--- config.mk ---
export PLATFORM = sky130hd
export DESIGN_NAME = prox_led_pulse_config_regs
export DESIGN_NICKNAME = d
export VERILOG_FILES = /design/src/hdl/prox_led_pkg.sv /design/src/hdl/led_pulse_train.sv /design/src/hdl/prox_led_pulse_config_regs.sv
export SDC_FILE = /design/constraint.sdc
export NUM_CORES = 1
export LEC_CHECK = 0
export BUFFER_PORTS_ARGS = -buffer_cell sky130_fd_sc_hd__buf_4
export CAP_MARGIN = 10
export CORE_AREA = 2 2 101 103
export CTS_CLUSTER_SIZE = 28
export DETAILED_ROUTE_END_ITERATION = 16
export DIE_AREA = 0 0 103 105
export PLACE_DENSITY_LB_ADDON = 0.25
export SYNTH_ARGS = -nofsm -noshare
export SYNTH_HDL_FRONTEND = slang
export SYNTH_SLANG_ARGS = --single-unit
--- constraint.sdc ---
create_clock -name core_clk -period 4.75 [get_ports core_clk]
set_input_delay 0.7125 -clock core_clk [delete_from_list [all_inputs] [get_ports core_clk]]
set_output_delay 0.7125 -clock core_clk [all_outputs]
set_load 0.01 [all_outputs]
--- src/hdl/prox_led_pkg.sv ---
package prox_led_pkg;

  // ==========================================================
  // Register offsets
  localparam logic [7:0] LED_PULSE_SETUP_OFS = 8'h8E;
  localparam logic [7:0] DRIVE_GAIN_SETUP_OFS = 8'h8F;
  localparam logic [7:0] SAT_BOOST_SETUP_OFS = 8'h90;
  localparam logic [7:0] PART_NUMBER_CODE_OFS = 8'h92;
  localparam logic [7:0] PROX_SAT_CLEAR_OFS = 8'hE5;
  localparam logic [7:0] LIGHT_SAT_CLEAR_OFS = 8'hE6;
  localparam logic [7:0] ALL_SAT_CLEAR_OFS = 8'hE7;

  // ==========================================================
  // Reset values
  localparam logic [7:0] LED_PULSE_SETUP_RST = 8'h40;
  localparam logic [7:0] DRIVE_GAIN_SETUP_RST = 8'h00;
  localparam logic [7:0] SAT_BOOST_SETUP_RST = 8'h01;
  // Arbitrary identification value
  localparam logic [7:0] PART_NUMBER_CODE_VAL = 8'h5A;

  // ==========================================================
  // Field positions
  localparam int PULSE_COUNT_LSB = 0;
  localparam int PULSE_WIDTH_LSB = 6;
  localparam int LED_CURRENT_LSB = 6;
  localparam int PROX_GAIN_LSB = 2;
  localparam int LIGHT_GAIN_LSB = 0;
  localparam int PROX_SAT_EN_BIT = 7;
  localparam int CLEAR_SAT_EN_BIT = 6;
  localparam int CURRENT_SCALE_LSB = 4;

  // ==========================================================
  // Boost percentages
  localparam logic [8:0] SCALE_PCT_0 = 9'h064;
  localparam logic [8:0] SCALE_PCT_1 = 9'h096;
  localparam logic [8:0] SCALE_PCT_2 = 9'h0C8;
  localparam logic [8:0] SCALE_PCT_3 = 9'h12C;

  // ==========================================================
  // Timing
  localparam int CLK_PERIOD_NS = 25;
  localparam int WIDTH_4US_NS = 4000;
  localparam int WIDTH_8US_NS = 8000;
  localparam int WIDTH_16US_NS = 16000;
  localparam int WIDTH_32US_NS = 32000;
  localparam int LED_EXTRA_NS = 1360;
  localparam int PULSE_GAP_NS = 2000;
  localparam int WIDTH_4US_CYC = (WIDTH_4US_NS + CLK_PERIOD_NS - 1) / CLK_PERIOD_NS;
  localparam int WIDTH_8US_CYC = (WIDTH_8US_NS + CLK_PERIOD_NS - 1) / CLK_PERIOD_NS;
  localparam int WIDTH_16US_CYC = (WIDTH_16US_NS + CLK_PERIOD_NS - 1) / CLK_PERIOD_NS;
  localparam int WIDTH_32US_CYC = (WIDTH_32US_NS + CLK_PERIOD_NS - 1) / CLK_PERIOD_NS;
  localparam int LED_EXTRA_CYC = (LED_EXTRA_NS + CLK_PERIOD_NS - 1) / CLK_PERIOD_NS;
  localparam int PULSE_GAP_CYC = (PULSE_GAP_NS + CLK_PERIOD_NS - 1) / CLK_PERIOD_NS;

  typedef enum logic [1:0] {
    PG_IDLE,
    PG_ON,
    PG_GAP
  } pulse_state_t;

  function automatic logic [11:0] width_cycles(input logic [1:0] sel);
    logic [11:0] w;
    w = 12'(WIDTH_4US_CYC);
    case (sel)
      2'h1: w = 12'(WIDTH_8US_CYC);
      2'h2: w = 12'(WIDTH_16US_CYC);
      2'h3: w = 12'(WIDTH_32US_CYC);
      default: w = 12'(WIDTH_4US_CYC);
    endcase
    return w;
  endfunction : width_cycles

endpackage : prox_led_pkg

--- src/hdl/led_pulse_train.sv ---
module led_pulse_train
  import prox_led_pkg::*;
(
  // Clock and reset
  input wire logic core_clk,
  input wire logic rst,
  // Control
  input wire logic start,
  input wire logic [5:0] pulse_count_field,
  input wire logic [1:0] pulse_width_sel,
  // Outputs
  output logic led_on,
  output logic integrate,
  output logic busy,
  output logic done
);

  pulse_state_t state_q, state_d;
  logic [11:0] cyc_q, cyc_d;
  logic [5:0] left_q, left_d;
  logic [11:0] width_q, width_d;
  logic led_on_d, integrate_d, busy_d, done_d;

  always_comb begin
    state_d = state_q;
    cyc_d = cyc_q;
    left_d = left_q;
    width_d = width_q;
    done_d = 1'b0;
    case (state_q)
      PG_IDLE: begin
        if (start) begin
          state_d = PG_ON;
          cyc_d = 12'h000;
          left_d = pulse_count_field;
          width_d = width_cycles(pulse_width_sel);
        end
      end
      PG_ON: begin
        // LED stays on past the integration window
        if (cyc_q == width_q + 12'(LED_EXTRA_CYC) - 12'h001) begin // [RULE3]
          cyc_d = 12'h000;
          if (left_q == 6'h00) begin // [RULE1] [RULE14]
            state_d = PG_IDLE;
            done_d = 1'b1;
          end else begin
            state_d = PG_GAP;
            left_d = left_q - 6'h01;
          end
        end else begin
          cyc_d = cyc_q + 12'h001;
        end
      end
      PG_GAP: begin
        if (cyc_q == 12'(PULSE_GAP_CYC) - 12'h001) begin
          cyc_d = 12'h000;
          state_d = PG_ON;
        end else begin
          cyc_d = cyc_q + 12'h001;
        end
      end
      default: state_d = PG_IDLE;
    endcase
    led_on_d = (state_d == PG_ON); // [RULE14]
    integrate_d = (state_d == PG_ON) && (cyc_d < width_d); // [RULE2]
    busy_d = (state_d != PG_IDLE);
  end

  always_ff @(posedge core_clk or posedge rst) begin
    if (rst) begin
      state_q <= PG_IDLE;
      cyc_q <= 12'h000;
      left_q <= 6'h00;
      width_q <= 12'h000;
      led_on <= 1'b0;
      integrate <= 1'b0;
      busy <= 1'b0;
      done <= 1'b0;
    end else begin
      state_q <= state_d;
      cyc_q <= cyc_d;
      left_q <= left_d;
      width_q <= width_d;
      led_on <= led_on_d;
      integrate <= integrate_d;
      busy <= busy_d;
      done <= done_d;
    end
  end

endmodule : led_pulse_train

--- src/hdl/prox_led_pulse_config_regs.sv ---
// Functional notes
// [RULE1] Emit pulse count field plus one pulses
// [RULE2] Width code selects 4/8/16/32 us
// [RULE3] LED stays on about 1.36 us longer
// [RULE4] Pulse setup resets to 0x40
// [RULE5] Boost field raises LED sink current
// [RULE6] Boost codes give 100/150/200/300 percent
// [RULE7] Bit 7 enables proximity saturation interrupt
// [RULE8] Bit 6 enables clear saturation interrupt
// [RULE9] Special addresses clear pending saturation flags
// [RULE10] Bit 0 high at reset; host writes
// [RULE11] Read-only fixed identification register
// [RULE12] Clear saturation plus enable raises interrupt
// [RULE13] Proximity saturation plus enable raises interrupt
// [RULE14] Counter-driven pulses, each asserts LED sink
module prox_led_pulse_config_regs
  import prox_led_pkg::*;
(
  // Clock and reset
  input wire logic core_clk,
  input wire logic rst,
  // Register access
  input wire logic [7:0] reg_addr,
  input wire logic [7:0] reg_wdata,
  input wire logic reg_wr,
  input wire logic reg_rd,
  output logic [7:0] reg_rdata,
  // Sensor events
  input wire logic prox_cycle_start,
  input wire logic prox_sat_event,
  input wire logic clear_sat_event,
  // LED drive
  output logic led_sink_pin,
  output logic integrate_gate,
  output logic pulse_train_busy,
  output logic pulse_train_done,
  output logic [1:0] led_current_sel,
  output logic [1:0] current_scale_sel,
  output logic [8:0] current_scale_pct,
  // Gain
  output logic [1:0] prox_gain_sel,
  output logic [1:0] light_gain_sel,
  // Saturation status and interrupt
  output logic prox_sat_status,
  output logic clear_sat_status,
  output logic irq
);

  // ==========================================================
  // Register state
  logic [7:0] pulse_setup_q, pulse_setup_d;
  logic [7:0] drive_gain_q, drive_gain_d;
  logic [7:0] sat_boost_q, sat_boost_d;
  logic [7:0] rdata_d;
  logic prox_sat_d, clear_sat_d, irq_d;
  logic [8:0] scale_pct_d;
  logic clr_prox, clr_clear;

  assign clr_prox = (reg_wr || reg_rd)
    && (reg_addr == PROX_SAT_CLEAR_OFS || reg_addr == ALL_SAT_CLEAR_OFS); // [RULE9]
  assign clr_clear = (reg_wr || reg_rd)
    && (reg_addr == LIGHT_SAT_CLEAR_OFS || reg_addr == ALL_SAT_CLEAR_OFS); // [RULE9]

  always_comb begin
    pulse_setup_d = pulse_setup_q;
    drive_gain_d = drive_gain_q;
    sat_boost_d = sat_boost_q;
    if (reg_wr) begin
      case (reg_addr)
        LED_PULSE_SETUP_OFS: pulse_setup_d = reg_wdata;
        DRIVE_GAIN_SETUP_OFS: drive_gain_d = reg_wdata;
        SAT_BOOST_SETUP_OFS: sat_boost_d = reg_wdata; // [RULE10]
        default: pulse_setup_d = pulse_setup_q; // [RULE11]
      endcase
    end
    rdata_d = reg_rdata;
    if (reg_rd) begin
      case (reg_addr)
        LED_PULSE_SETUP_OFS: rdata_d = pulse_setup_q;
        DRIVE_GAIN_SETUP_OFS: rdata_d = drive_gain_q;
        SAT_BOOST_SETUP_OFS: rdata_d = sat_boost_q;
        PART_NUMBER_CODE_OFS: rdata_d = PART_NUMBER_CODE_VAL; // [RULE11]
        default: rdata_d = 8'h00;
      endcase
    end
    // Set beats a same-cycle clear
    prox_sat_d = prox_sat_event || (prox_sat_status && !clr_prox); // [RULE9]
    clear_sat_d = clear_sat_event || (clear_sat_status && !clr_clear); // [RULE9]
    irq_d = (clear_sat_d && sat_boost_d[CLEAR_SAT_EN_BIT]) // [RULE8] [RULE12]
      || (prox_sat_d && sat_boost_d[PROX_SAT_EN_BIT]); // [RULE7] [RULE13]
    case (sat_boost_d[CURRENT_SCALE_LSB +: 2]) // [RULE5] [RULE6]
      2'h1: scale_pct_d = SCALE_PCT_1;
      2'h2: scale_pct_d = SCALE_PCT_2;
      2'h3: scale_pct_d = SCALE_PCT_3;
      default: scale_pct_d = SCALE_PCT_0;
    endcase
  end

  always_ff @(posedge core_clk or posedge rst) begin
    if (rst) begin
      pulse_setup_q <= LED_PULSE_SETUP_RST; // [RULE4]
      drive_gain_q <= DRIVE_GAIN_SETUP_RST;
      sat_boost_q <= SAT_BOOST_SETUP_RST; // [RULE10]
      reg_rdata <= 8'h00;
      prox_sat_status <= 1'b0;
      clear_sat_status <= 1'b0;
      irq <= 1'b0;
      current_scale_sel <= 2'h0;
      current_scale_pct <= SCALE_PCT_0;
      led_current_sel <= 2'h0;
      prox_gain_sel <= 2'h0;
      light_gain_sel <= 2'h0;
    end else begin
      pulse_setup_q <= pulse_setup_d;
      drive_gain_q <= drive_gain_d;
      sat_boost_q <= sat_boost_d;
      reg_rdata <= rdata_d;
      prox_sat_status <= prox_sat_d;
      clear_sat_status <= clear_sat_d;
      irq <= irq_d;
      current_scale_sel <= sat_boost_d[CURRENT_SCALE_LSB +: 2]; // [RULE5]
      current_scale_pct <= scale_pct_d; // [RULE6]
      led_current_sel <= drive_gain_d[LED_CURRENT_LSB +: 2];
      prox_gain_sel <= drive_gain_d[PROX_GAIN_LSB +: 2];
      light_gain_sel <= drive_gain_d[LIGHT_GAIN_LSB +: 2];
    end
  end

  // ==========================================================
  // Pulse train
  led_pulse_train u_pulse (
    .core_clk(core_clk),
    .rst(rst),
    .start(prox_cycle_start),
    .pulse_count_field(pulse_setup_q[PULSE_COUNT_LSB +: 6]), // [RULE1]
    .pulse_width_sel(pulse_setup_q[PULSE_WIDTH_LSB +: 2]), // [RULE2]
    .led_on(led_sink_pin),
    .integrate(integrate_gate),
    .busy(pulse_train_busy),
    .done(pulse_train_done)
  );

endmodule : prox_led_pulse_config_regs

==> metrics.md, run 1 <==
| Metric | Value |
|---|---|
| Wire per inst | 16.2 µm |
| Clock Power Share | 29.1% |
| Kind of end point of the critical path | register |
| Worst-skew pair later-pin latency | 350 ps |
| Required @ worst endpoint | 5020 ps |
| Std cell rows | 36 |
| Die footprint | 0.0108 mm² |
| Nets@finish | 514 |
| Initial antenna violation count | 0 |
| Fmax | 267 MHz |
| Critical path's slowest cell | nor4_1 |
| Bufs on Longest Clock Path | 2 |
| Commonest cells after routing, fill and taps aside | 72 x dfrtp_1, 55 x buf_4, 34 x nand2_1 |
| Final-report setup violation count | 0 |
| Number of distinct library cells after synthesis | 72 |
| Internal power consumption | 1.07 mW |
| Number of design-rule violations left by the first detailed-router iteration | 218 |
| Syn avg cell area | 10.3 µm² |
| Total overflow reported by the global router | 0 |
| Number of clock sinks | 77 |
| Final antenna diode count | 0 |
| Ys Warns | 0 |
| Die Ht | 105 µm |
| Maximum number of pins on one net before global-route repair | 55 |
| Core region area | 0.00964 mm² |
| Worst clock skew | 14.2 ps |
| Final worst hold slack | 399 ps |
| Post-DP HPWL | 7330 µm |
| Clock-pin slew on the worst setup and hold paths | 90 ps |
| Register-to-register setup slack | 1000 ps |
| Power density normalized to cell area | 302 mW/mm² |
| Number of global-route vias before repair | 3302 |
| Maximum VDD drop | 0.194 mV |
| Total CTS buffers | 9 |
| Drt pass-1 iters | 4 |
| Synthesized Nets | 472 |
| Clock period minus worst slack | 3750 ps |
| Last weighted congestion value of the routability-driven placer | 0.884 |
| Hold-fix buffers at CTS | 0 |
| Total vias in the final route | 3332 |
| Unrepaired setup endpoints after global routing | no |
| Number of synthesized flops with an enable pin | 0 |
| Count of cells along the worst register-to-register path | 12 |
| Total length of routed wires | 9870 µm |
| Critical path fanouts, max | 9 |
| Final non-filler cell total | 610 |
| Path type of the worst setup path | reg -> reg |
| Net Sw Frac | 30.1% |
| Leakage | 2.47 nW |
| Number of DRC violations after detailed routing | 0 |
| Combinational group share of total power | 20.7% |
| CP Launch Type | register |
| Wire length of the first global-routing pass | 16800 µm |
| Cell seen most often among critical-path stages | ha_1 |
| Number of max-cap violations | 0 |
| Result of the run | finished clean |
| DRT antenna net count | 0 |
| I/O Buffers | 53 |
| Initial core utilization | 46.1% |
| Top flip-flop cell by instance count after synthesis | dfrtp_1 |
| Post-route clock period utilization | 79.0% |
| Pin slew with the least headroom to its limit | 928 ps |
| Average vias per placed instance | 5.46 |
| Instance count of the mapped netlist | 430 |
| Arrival @ worst endpoint | 4020 ps |
| Sequential element share of the synthesized area | 43.5% |
| CP cell instances | inv_1 > ha_1 > and2b_1 > o21ai_4 > nor4_1 > o2111a_4 > o21bai_4 > a32o_1 > ha_1 > a2111oi_0 > o211ai_1 > a211oi_2 |
| IO Pins | 55 |
| Final setup TNS | 0 ps |
| Final Max Slew Viols | 0 |
| Number of placed instances, taps included | 594 |
| Cell chosen for the clock root | clkbuf_8 |
| Deepest level of the CTS H-tree | 3 |
| Fraction of power consumed by sequential logic | 50.3% |
| Register bit count reported by yosys | 77 |
| Post-synth design cell area | 0.00444 mm² |
| Floorplan die width | 103 µm |
| Clock tree from TritonCTS | yes |
| Area growth syn-to-layout | 13.9% |
| Fraction of final layout cells with drive strength greater than 1 | 24.5% |
| Global routing usage summed across all routing layers | 19.9% |
| Largest stage delay on the critical path | 610 ps |
| Number of buffers added for setup after CTS | 0 |
| Power dissipated by switching net loads | 460 µW |
| Fraction of registers with async set or reset after synthesis | 100% |
| Max transition margin | 38.0% |
| Hold crit path type | in -> async |
| Fill cells | 877 |
| Most common library cell in the layout ignoring fill and taps | dfrtp_1 |
| Final Hold Fails | 0 |
| Final Util | 52.5% |
| Number of resized instances in the post-cts repair step | 0 |
## power groups by stage
stage | sequential (mW) | combinational [mW] | clock (mW)
floorplan | 0.766 | 0.240 | 0
finish | 0.770 | 0.316 | 0.445
CTS | 0.769 | 0.318 | 0.458
detailed placement | 0.782 | 0.317 | 0
global placement | 0.781 | 0.309 | 0
global route | 0.780 | 0.360 | 0.485
## cells by family (layout without fill, tap and decap cells)
group / after synthesis / in the layout / synth area share, %
mux: 34 / 34 / 8.31
xor+xnor: 12 / 12 / 2.36
other cells: 1 / 1 / 0.0844
buf+inv: 56 / 103 / 5.86
fa+ha+maj: 19 / 19 / 5.35
simple gates: 133 / 133 / 15.6
compound gates: 98 / 98 / 18.9
flops: 77 / 77 / 43.5
## sequential cells by signal, summed over array words and instances, names as in the netlist, 2 cells and up
signal             count
sat_boost_q            6
u_pulse.state_q        2
u_pulse.left_q         6
drive_gain_q           5
u_pulse.width_q       12
pulse_setup_q          8
u_pulse.cyc_q         12
reg_rdata              8
current_scale_pct      7
## routing by layer
layer / vias to the layer above / part of all wire, % / GRT usage, %
met5: - / 0 / 0
met4: 0 / 1.9 / 6.86
met3: 12 / 5.4 / 3.95
met2: 102 / 45 / 28.8
met1: 1612 / 48 / 29.5
li1: 1606 / - / -
## stage by stage
| stage | power [mW] | worst slack [ps] | area, µm² |
|---|---|---|---|
| final | 1.53 | 999 | 5060 |
| after global routing | 1.63 | 734 | 5060 |
| after CTS | 1.55 | 993 | 5060 |
| after detailed placement | 1.10 | 1020 | 4880 |
| after global placement | 1.09 | 1100 | 4880 |
| after floorplan | 1.01 | 1370 | 4440 |
## worst paths after layout
| kind | start | to |
|---|---|---|
| min | rst | current_scale_pct[7] |
| max in group asynchronous | rst | u_pulse.left_q[3] |
| min in group core_clk | reg_rdata[4] | reg_rdata[4] |
| max reg2reg | u_pulse.width_q[1] | u_pulse.integrate |
| max | u_pulse.width_q[1] | u_pulse.integrate |
| min reg2reg | reg_rdata[4] | reg_rdata[4] |
## layout make-up
class | count | area (µm²) | share of cell area (%)
clock inverters | 5 | 36.3 | 0.717
multi-input cells | 297 | 2250 | 44.5
clock buffers | 11 | 141 | 2.79
flip-flops and latches | 77 | 1930 | 38.2
inverters | 32 | 120 | 2.37
well taps | 133 | 166 | 3.29
repair buffers | 55 | 413 | 8.16
## cells in the mapped netlist (all sizes together) (3+ instances only)
library cell / number / area share (%)
o2bb2a: 3 / 1.4
nand2: 35 / 3.1
and3: 5 / 0.70
a22o: 6 / 1.2
a32o: 4 / 0.90
a2111oi: 3 / 0.59
and2: 4 / 0.56
o21a: 9 / 1.5
ha: 19 / 5.3
clkbuf: 9 / 0.76
a21boi: 4 / 0.68
mux2: 23 / 5.8
dfrtp: 72 / 41
nor2b: 9 / 1.3
buf: 15 / 2.4
nand3: 9 / 1.0
o221ai: 4 / 0.79
dfstp: 5 / 3.0
nor2: 30 / 2.5
nand3b: 3 / 0.51
o22ai: 4 / 0.56
a21o: 7 / 1.2
a21oi: 17 / 2.2
nor4: 3 / 0.42
o211ai: 3 / 0.62
inv: 32 / 2.7
o211a: 4 / 1.1
nand4: 7 / 1.1
xnor2: 10 / 2.0
nand2b: 7 / 0.99
o21ai: 14 / 2.1
nor3: 8 / 0.90
mux2i: 11 / 2.5
## worst max-delay path, delay by kind of cell (launching register included)
family          cells  cell delay [ps]
buf+inv             1               70
flops               1              450
fa+ha+maj           2              510
compound gates      7             1730
simple gates        2              890
Power figures use the tool's default switching activity.
==> inputs of run 2 (changes only) <==
--- a/config.mk
+++ b/config.mk
@@ -5,12 +5,13 @@
 export SDC_FILE = /design/constraint.sdc
 export NUM_CORES = 1
 export LEC_CHECK = 0
+export ABC_AREA = 1
 export BUFFER_PORTS_ARGS = -buffer_cell sky130_fd_sc_hd__buf_4
 export CAP_MARGIN = 10
-export CORE_AREA = 2 2 101 103
+export CORE_AREA = 2 2 99 101
 export CTS_CLUSTER_SIZE = 28
 export DETAILED_ROUTE_END_ITERATION = 16
-export DIE_AREA = 0 0 103 105
+export DIE_AREA = 0 0 101 103
 export PLACE_DENSITY_LB_ADDON = 0.25
 export SYNTH_ARGS = -nofsm -noshare
 export SYNTH_HDL_FRONTEND = slang
==> constraint.sdc (replaced) <==
create_clock -name core_clk -period 3 [get_ports core_clk]
set_input_delay 0.45 -clock core_clk [delete_from_list [all_inputs] [get_ports core_clk]]
set_output_delay 0.45 -clock core_clk [all_outputs]
set_load 0.01 [all_outputs]
==> run 2 against run 1 <==
Clock power rose by 60%; combinational power rose to 4.8 times the previous value; critical endpoint unchanged; critical path type unchanged; largest cell class is now sequential cells; via count rose by 7.9%; fmax rose by 27%; sequential power rose by 84%; global-route usage rose by 0.16 points.
==> metrics.md, run 2 <==
| Metric | Value |
|---|---|
| Arrival @ worst endpoint | 3230 ps (-790 ps) |
| Hold crit path type | in -> async |
| Post-route clock period utilization | 98.3% (+19 points) |
| Total overflow reported by the global router | 0 (unchanged) |
| Number of placed instances, taps included | 679 (+14%) |
| Top-count cell post-synth | nand2_1 |
| Fmax | 339 MHz (+27%) |
| Cell Area, Placed | 0.00476 mm² (-2.5%) |
| DRT antenna net count | 0 (unchanged) |
| Deepest level of the CTS H-tree | 3 (unchanged) |
| Non-Filler Cell Area, Final | 0.00505 mm² (-0.20%) |
| Required @ worst endpoint | 3280 ps (-1740 ps) |
| Number of DRC violations after detailed routing | 0 (unchanged) |
| Cell chosen for the clock root | clkbuf_8 |
| IO Pins | 55 (unchanged) |
| Simple logic cell fraction of the synthesized area | 21.3% (+5.7 points) |
| Final setup TNS | 0 ps (unchanged) |
| Nets@finish | 623 (+21%) |
| Worst-skew pair later-pin latency | 350 ps (about the same) |
| Std cell rows | 36 (unchanged) |
| Top cell type's share of synthesized area | 42.3% (+1.7 points) |
| Total CTS buffers | 9 (unchanged) |
| Kind of end point of the critical path | register |
| Wire length of the first global-routing pass | 16200 µm (-3.7%) |
| Total vias in the final route | 3594 (+7.9%) |
| Final antenna diode count | 0 (unchanged) |
| Synthesized-area fraction occupied by ao, oa, aoi and oai cells | 11.1% (-7.9 points) |
| Pin slew with the least headroom to its limit | 770 ps (-158 ps) |
| Synthesized Nets | 563 (+19%) |
| Most used standard cells in the synthesized netlist | 113 x nand2_1, 93 x inv_1, 72 x dfrtp_1 |
| Fraction of final layout cells with drive strength greater than 1 | 23.0% (-1.5 points) |
| Core region area | 0.00946 mm² (-1.9%) |
| Leakage | 2.57 nW (+4.4%) |
| Post-route setup slack | 50.7 ps (-948 ps) |
| Number of max-cap violations | 0 (unchanged) |
| Post-synth design cell area | 0.00426 mm² (-4.1%) |
| Final-report setup violation count | 0 (unchanged) |
| Commonest cells after routing, fill and taps aside | 110 x nand2_1, 89 x inv_1, 72 x dfrtp_1 |
| Average vias per placed instance | 5.13 (-6.0%) |
| Number of distinct library cells after synthesis | 42 (-42%) |
| Multiplexer area fraction after synthesis | 3.44% (-4.9 points) |
| Bufs on Longest Clock Path | 2 (unchanged) |
| Clock tree from TritonCTS | yes |
| Sequential element share of the synthesized area | 45.4% (+1.9 points) |
| Post-Synth Adder-Cell Area | 5.58% (+0.23 points) |
| Path type of the worst setup path | reg -> reg |
| Number of global-route vias before repair | 3543 (+7.3%) |
| Synth area leader | dfrtp_1 |
| Initial antenna violation count | 0 (unchanged) |
| Result of the run | finished clean |
| Ys Warns | 0 (unchanged) |
| Hold-fix buffers at CTS | 0 (unchanged) |
| Maximum number of pins on one net before global-route repair | 45 (-18%) |
| Final Hold Fails | 0 (unchanged) |
| Post-DP HPWL | 7530 µm (+2.8%) |
| Register bit count reported by yosys | 77 (unchanged) |
| Final non-filler cell total | 700 (+15%) |
| Clock period minus worst slack | 2950 ps (-802 ps) |
| Largest regs | u_pulse.cyc_q: 12 flops, u_pulse.width_q: 12 flops |
| Initial core utilization | 45.1% (-1.1 points) |
| Floorplan die width | 101 µm (-1.9%) |
| Number of design-rule violations left by the first detailed-router iteration | 160 (-27%) |
| Main combinational cell family by area after synthesis | simple AND/OR/NAND/NOR gates |
| Fraction of registers with async set or reset after synthesis | 100% (unchanged) |
| Top flip-flop cell by instance count after synthesis | dfrtp_1 |
| Fill cells | 890 (+1.5%) |
| Die footprint | 0.0104 mm² (-3.8%) |
| Maximum VDD drop | 0.249 mV (+29%) |
| Die Ht | 103 µm (-1.9%) |
| Last weighted congestion value of the routability-driven placer | 0.894 (+1.1%) |
| Most common library cell in the layout ignoring fill and taps | nand2_1 |
| Drt pass-1 iters | 4 (unchanged) |
| Instance count of the mapped netlist | 521 (+21%) |
| Number of synthesized flops with an enable pin | 0 (unchanged) |
| Final Max Slew Viols | 0 (unchanged) |
| Wire per inst | 14.2 µm (-12%) |
| Number of clock sinks | 77 (unchanged) |
| CP Launch Type | register |
| Power density normalized to cell area | 723 mW/mm² (+140%) |
| Final Util | 53.4% (+0.89 points) |
| Xor and xnor area share after synthesis | 1.85% (-0.52 points) |
| Global routing usage summed across all routing layers | 20.0% (+0.16 points) |
| Total length of routed wires | 9940 µm (+0.75%) |
| Area growth syn-to-layout | 18.5% |
| Max transition margin | 48.6% (+11 points) |
| Syn avg cell area | 8.18 µm² (-21%) |
| Critical path fanouts, max | 8 (-1) |
| I/O Buffers | 53 (unchanged) |
| Dominant cells by area after synthesis | dfrtp_1 42%, nand2_1 10%, inv_1 8.2% |
| Worst clock skew | 9.81 ps (-4.39 ps) |
| Unrepaired setup endpoints after global routing | yes |
| Clock-pin slew on the worst setup and hold paths | 90 ps (about the same) |
| Post-Place Worst Slack | -31.0 ps (-1050 ps) |
[run 2: changes by cell type in the layout (fill, tap and decap cells not counted), sizes merged, moves of 9 or more]
cell | before | now
mux2i | 11 | 0
inv | 32 | 94
nand2 | 35 | 117
nand3 | 9 | 30
nor2b | 9 | 0
mux2 | 23 | 13
o21ai | 14 | 46
buf | 55 | 69
o21a | 9 | 0
nor2 | 30 | 43
[run 2: cell type report]
class | count | area [µm²] | area share (%)
Tap cell | 114 | 143 | 2.82
Multi-Input combinational cell | 329 | 1920 | 38.1
Clock buffer | 10 | 138 | 2.72
Sequential cell | 77 | 1930 | 38.3
Inverter | 95 | 358 | 7.08
Clock inverter | 6 | 38.8 | 0.768
Timing Repair Buffer | 69 | 518 | 10.3
[run 2: kinds of logic after synthesis]
logic type                 count (synthesis)
and+or+nand+nor                          209
buffers and inverters                    115
muxes                                     13
adders and majority gates                 19
other                                      1
DFF                                       77
xor gates and xnor gates                   9
AOI/OAI and AO/OA                         78
[run 2: per-stage QoR]
stage / hold WS (ps) / total power, mW
global placement: 490 / 2.78
detailed placement: 489 / 2.82
floorplan: 465 / 2.42
CTS: 228 / 3.54
global route: 274 / 3.95
finish: 215 / 3.65
[run 2: layer usage]
layer  vias to the layer above  part of all wire (%)  GRT usage, %
met2                        95                    50          35.2
met1                      1691                    42          23.1
met4                         0                   3.2          12.3
met5                         -                     0             0
met3                        25                   4.2          3.12
li1                       1783                     -             -
[run 2: critical path: stages (launching register included)]
cell and delay [ps]:
dfrtp_1 410, inv_2 70, ha_4 160, inv_1 80, nand2_4 70, nand2_4 100
nand3_1 80, o21ai_1 100, nand3_1 110, nor2_2 110, nand3_1 90, nand2_2 100
nand2_4 90, nand3_2 80, o21ai_2 70, ha_1 300, nand2_1 80, inv_2 50
nand3_2 60, a31oi_1 100, a2111oi_2 340, nand2_1 110, a21oi_2 110
[run 2: report_power, final]
part | switching [mW] | total (mW) | internal, mW
clock network | 0.394 | 0.714 | 0.320
registers | 0.185 | 1.42 | 1.24
logic | 0.921 | 1.52 | 0.595
total | 1.50 | 3.65 | 2.15
[run 2: repair_timing]
item,4_1_cts,5_1_grt
endpoints found under the setup margin,1,1
resized for setup,1,26
pin swaps,0,12
setup buffers,0,5
[run 2: final timing paths]
path                                     from                end  slack, ps  cells after the start
hold / removal                            rst   u_pulse.cyc_q[5]        210                      2
min in group core_clk          prox_sat_event    prox_sat_status        300                      3
setup reg to reg           u_pulse.width_q[2]  u_pulse.integrate         50                     22
hold reg to reg               drive_gain_q[1]    drive_gain_q[1]        510                      2
max in group asynchronous                 rst   pulse_setup_q[6]       2000                      3
setup / recovery           u_pulse.width_q[2]  u_pulse.integrate         50                     22
==> inputs of run 3 (changes only) <==
--- a/config.mk
+++ b/config.mk
@@ -5,13 +5,13 @@
 export SDC_FILE = /design/constraint.sdc
 export NUM_CORES = 1
 export LEC_CHECK = 0
-export ABC_AREA = 1
+export ABC_AREA = 0
 export BUFFER_PORTS_ARGS = -buffer_cell sky130_fd_sc_hd__buf_4
 export CAP_MARGIN = 10
-export CORE_AREA = 2 2 99 101
+export CORE_AREA = 2 2 101 103
 export CTS_CLUSTER_SIZE = 28
 export DETAILED_ROUTE_END_ITERATION = 16
-export DIE_AREA = 0 0 101 103
+export DIE_AREA = 0 0 103 105
 export PLACE_DENSITY_LB_ADDON = 0.25
 export SYNTH_ARGS = -nofsm -noshare
 export SYNTH_HDL_FRONTEND = slang
==> run 3 against run 2 <==
Sequential cell count stayed put; cell area is 12% higher; largest cell class is now multi-input combinational cells; the flow now finishes with violations (setup timing); highest routed layer unchanged; critical path depth is 8 lower; final cell count is 5.7% lower; critical path type unchanged; utilization is 5.0 points higher; via count is 1.6% lower.
==> metrics.md, run 3 (same netlist as run 1, synthesis figures left out) <==
| Metric | Value |
|---|---|
| Result of the run | finished, violations left |
| Violated checks | setup timing |
| Hold crit path type | in -> async |
| Clock period minus worst slack | 3250 ps (+302 ps) |
| Floorplan die width | 103 µm (+2.0%) |
| Number of placed instances, taps included | 641 (-5.6%) |
| Number of DRC violations after detailed routing | 0 (unchanged) |
| Cell chosen for the clock root | clkbuf_8 |
| Nets@finish | 564 (-9.5%) |
| Average vias per placed instance | 5.36 (+4.3%) |
| Max transition margin | 59.9% (+11 points) |
| I/O Buffers | 53 (unchanged) |
| Total vias in the final route | 3535 (-1.6%) |
| Last weighted congestion value of the routability-driven placer | 0.902 (+0.87%) |
| Final-report setup violation count | 1 (+1) |
| Cell Area, Placed | 0.00528 mm² (+11%) |
| Number of global-route vias before repair | 3577 (+0.96%) |
| CP Launch Type | register |
| Hold-fix buffers at CTS | 0 (unchanged) |
| Cell seen most often among critical-path stages | o21ai_4 |
| Number of design-rule violations left by the first detailed-router iteration | 214 (+34%) |
| Clock-pin slew on the worst setup and hold paths | 80 ps (about the same) |
| Kind of end point of the critical path | register |
| Post-DP HPWL | 8200 µm (+8.9%) |
| Maximum VDD drop | 0.361 mV (+45%) |
| Total CTS buffers | 9 (unchanged) |
| Wire per inst | 16.4 µm (+15%) |
| Global routing usage summed across all routing layers | 21.1% (+1.1 points) |
| DRT antenna net count | 0 (unchanged) |
| Fmax | 308 MHz (-9.3%) |
| Register-to-register setup slack | -250 ps (-300 ps) |
| Bufs on Longest Clock Path | 2 (unchanged) |
| Initial core utilization | 46.1% (+1.1 points) |
| Clock tree from TritonCTS | yes |
| Number of clock sinks | 77 (unchanged) |
| Number of max-cap violations | 0 (unchanged) |
| Final Hold Fails | 0 (unchanged) |
| Total overflow reported by the global router | 0 (unchanged) |
| Leakage | 2.80 nW (+8.7%) |
| Wire length of the first global-routing pass | 17700 µm (+9.3%) |
| Post-Place Worst Slack | -180 ps (-149 ps) |
| Maximum number of pins on one net before global-route repair | 54 (+20%) |
| Drt pass-1 iters | 4 (unchanged) |
| Die footprint | 0.0108 mm² (+4.0%) |
| Path type of the worst setup path | reg -> reg |
| Worst clock skew | 8.28 ps (-1.52 ps) |
| Final non-filler cell total | 660 (-5.7%) |
| Post-route setup slack | -251 ps (-302 ps) |
| Combined buffer and inverter count along the critical path | 2 (-1) |
| Non-Filler Cell Area, Final | 0.00563 mm² (+12%) |
| Commonest cells after routing, fill and taps aside | 102 x buf_4, 72 x dfrtp_1, 34 x nand2_1 |
| Total length of routed wires | 10800 µm (+8.9%) |
| Largest stage delay on the critical path | 390 ps (-20 ps) |
| Die Ht | 105 µm (+1.9%) |
| Initial antenna violation count | 0 (unchanged) |
| Final Max Slew Viols | 0 (unchanged) |
| Total Power | 2.85 mW (-22%) |
| Critical path fanouts, max | 6 (-2) |
| Crit path max-delay family | compound AO/OA/AOI/OAI gates |
| Pin slew with the least headroom to its limit | 594 ps (-176 ps) |
| Most common library cell in the layout ignoring fill and taps | buf_4 |
| Std cell rows | 36 (unchanged) |
| Area growth syn-to-layout | 26.7% |
| Critical path's slowest cell | dfrtp_1 |
| CP cell instances | inv_1 > ha_2 > and2b_2 > o21ai_4 > xnor2_2 > o211a_4 > o2111a_4 > o21ai_4 > buf_6 > a32o_2 > ha_4 > a2111oi_4 > o211ai_1 > a211oi_2 |
| Unrepaired setup endpoints after global routing | yes |
| Worst-skew pair later-pin latency | 360 ps (about the same) |
| Deepest level of the CTS H-tree | 3 (unchanged) |
| Required @ worst endpoint | 3280 ps (about the same) |
| Fraction of final layout cells with drive strength greater than 1 | 34.7% (+12 points) |
| Final Util | 58.4% (+5.0 points) |
| Power density normalized to cell area | 506 mW/mm² (-30%) |
| Largest regs | u_pulse.cyc_q: 12 flops, u_pulse.width_q: 12 flops |
| Core region area | 0.00964 mm² (+1.9%) |
| Arrival @ worst endpoint | 3530 ps (+300 ps) |
| IO Pins | 55 (unchanged) |
| Final antenna diode count | 0 (unchanged) |
| Post-route clock period utilization | 108% (+10 points) |
[run 3: cell type report]
class | count | area, µm²
inverter | 32 | 120
clock buffer | 11 | 141
multi-input combinational | 297 | 2350
sequential | 77 | 1930
clock inverter | 5 | 108
fill | 846 | 4010
timing repair buffer | 105 | 817
tap | 133 | 166
[run 3: repair_timing]
action                     4_1_cts  5_1_grt
pin swaps                        1       12
setup endpoints to repair        1        1
resized for setup                4       10
buffers inserted                 0        3
[run 3: through the flow]
stage	setup TNS, ps	hold slack (ps)
after floorplan	-169	479
after global placement	-99.9	466
after detailed placement	-180	473
after CTS	-184	149
after global routing	-380	177
final	-251	137
[run 3: where the power goes]
part           leakage, nW  switching, mW  total, mW  internal [mW]
clock network        0.124          0.389      0.967          0.579
logic                 1.69          0.324      0.674          0.350
registers            0.985         0.0880       1.21           1.12
total                 2.80          0.801       2.85           2.05
[run 3: per-layer routing]
metal	vias to the layer above	global-route usage [%]	wire, µm
met3	21	2.74	468
met2	103	31.9	5170
li1	1709	-	-
met1	1702	29.7	4960
met4	0	10.1	226
met5	-	0	0
[run 3: worst paths after layout]
| check | from | endpoint | cells after the start |
|---|---|---|---|
| min in group core_clk | clear_sat_event | clear_sat_status | 2 |
| hold reg to reg | reg_rdata[3] | reg_rdata[3] | 1 |
| setup reg to reg | u_pulse.width_q[1] | u_pulse.integrate | 14 |
| setup / recovery | u_pulse.width_q[1] | u_pulse.integrate | 14 |
| max in group asynchronous | rst | pulse_setup_q[6] | 3 |
| hold / removal | rst | current_scale_pct[7] | 2 |
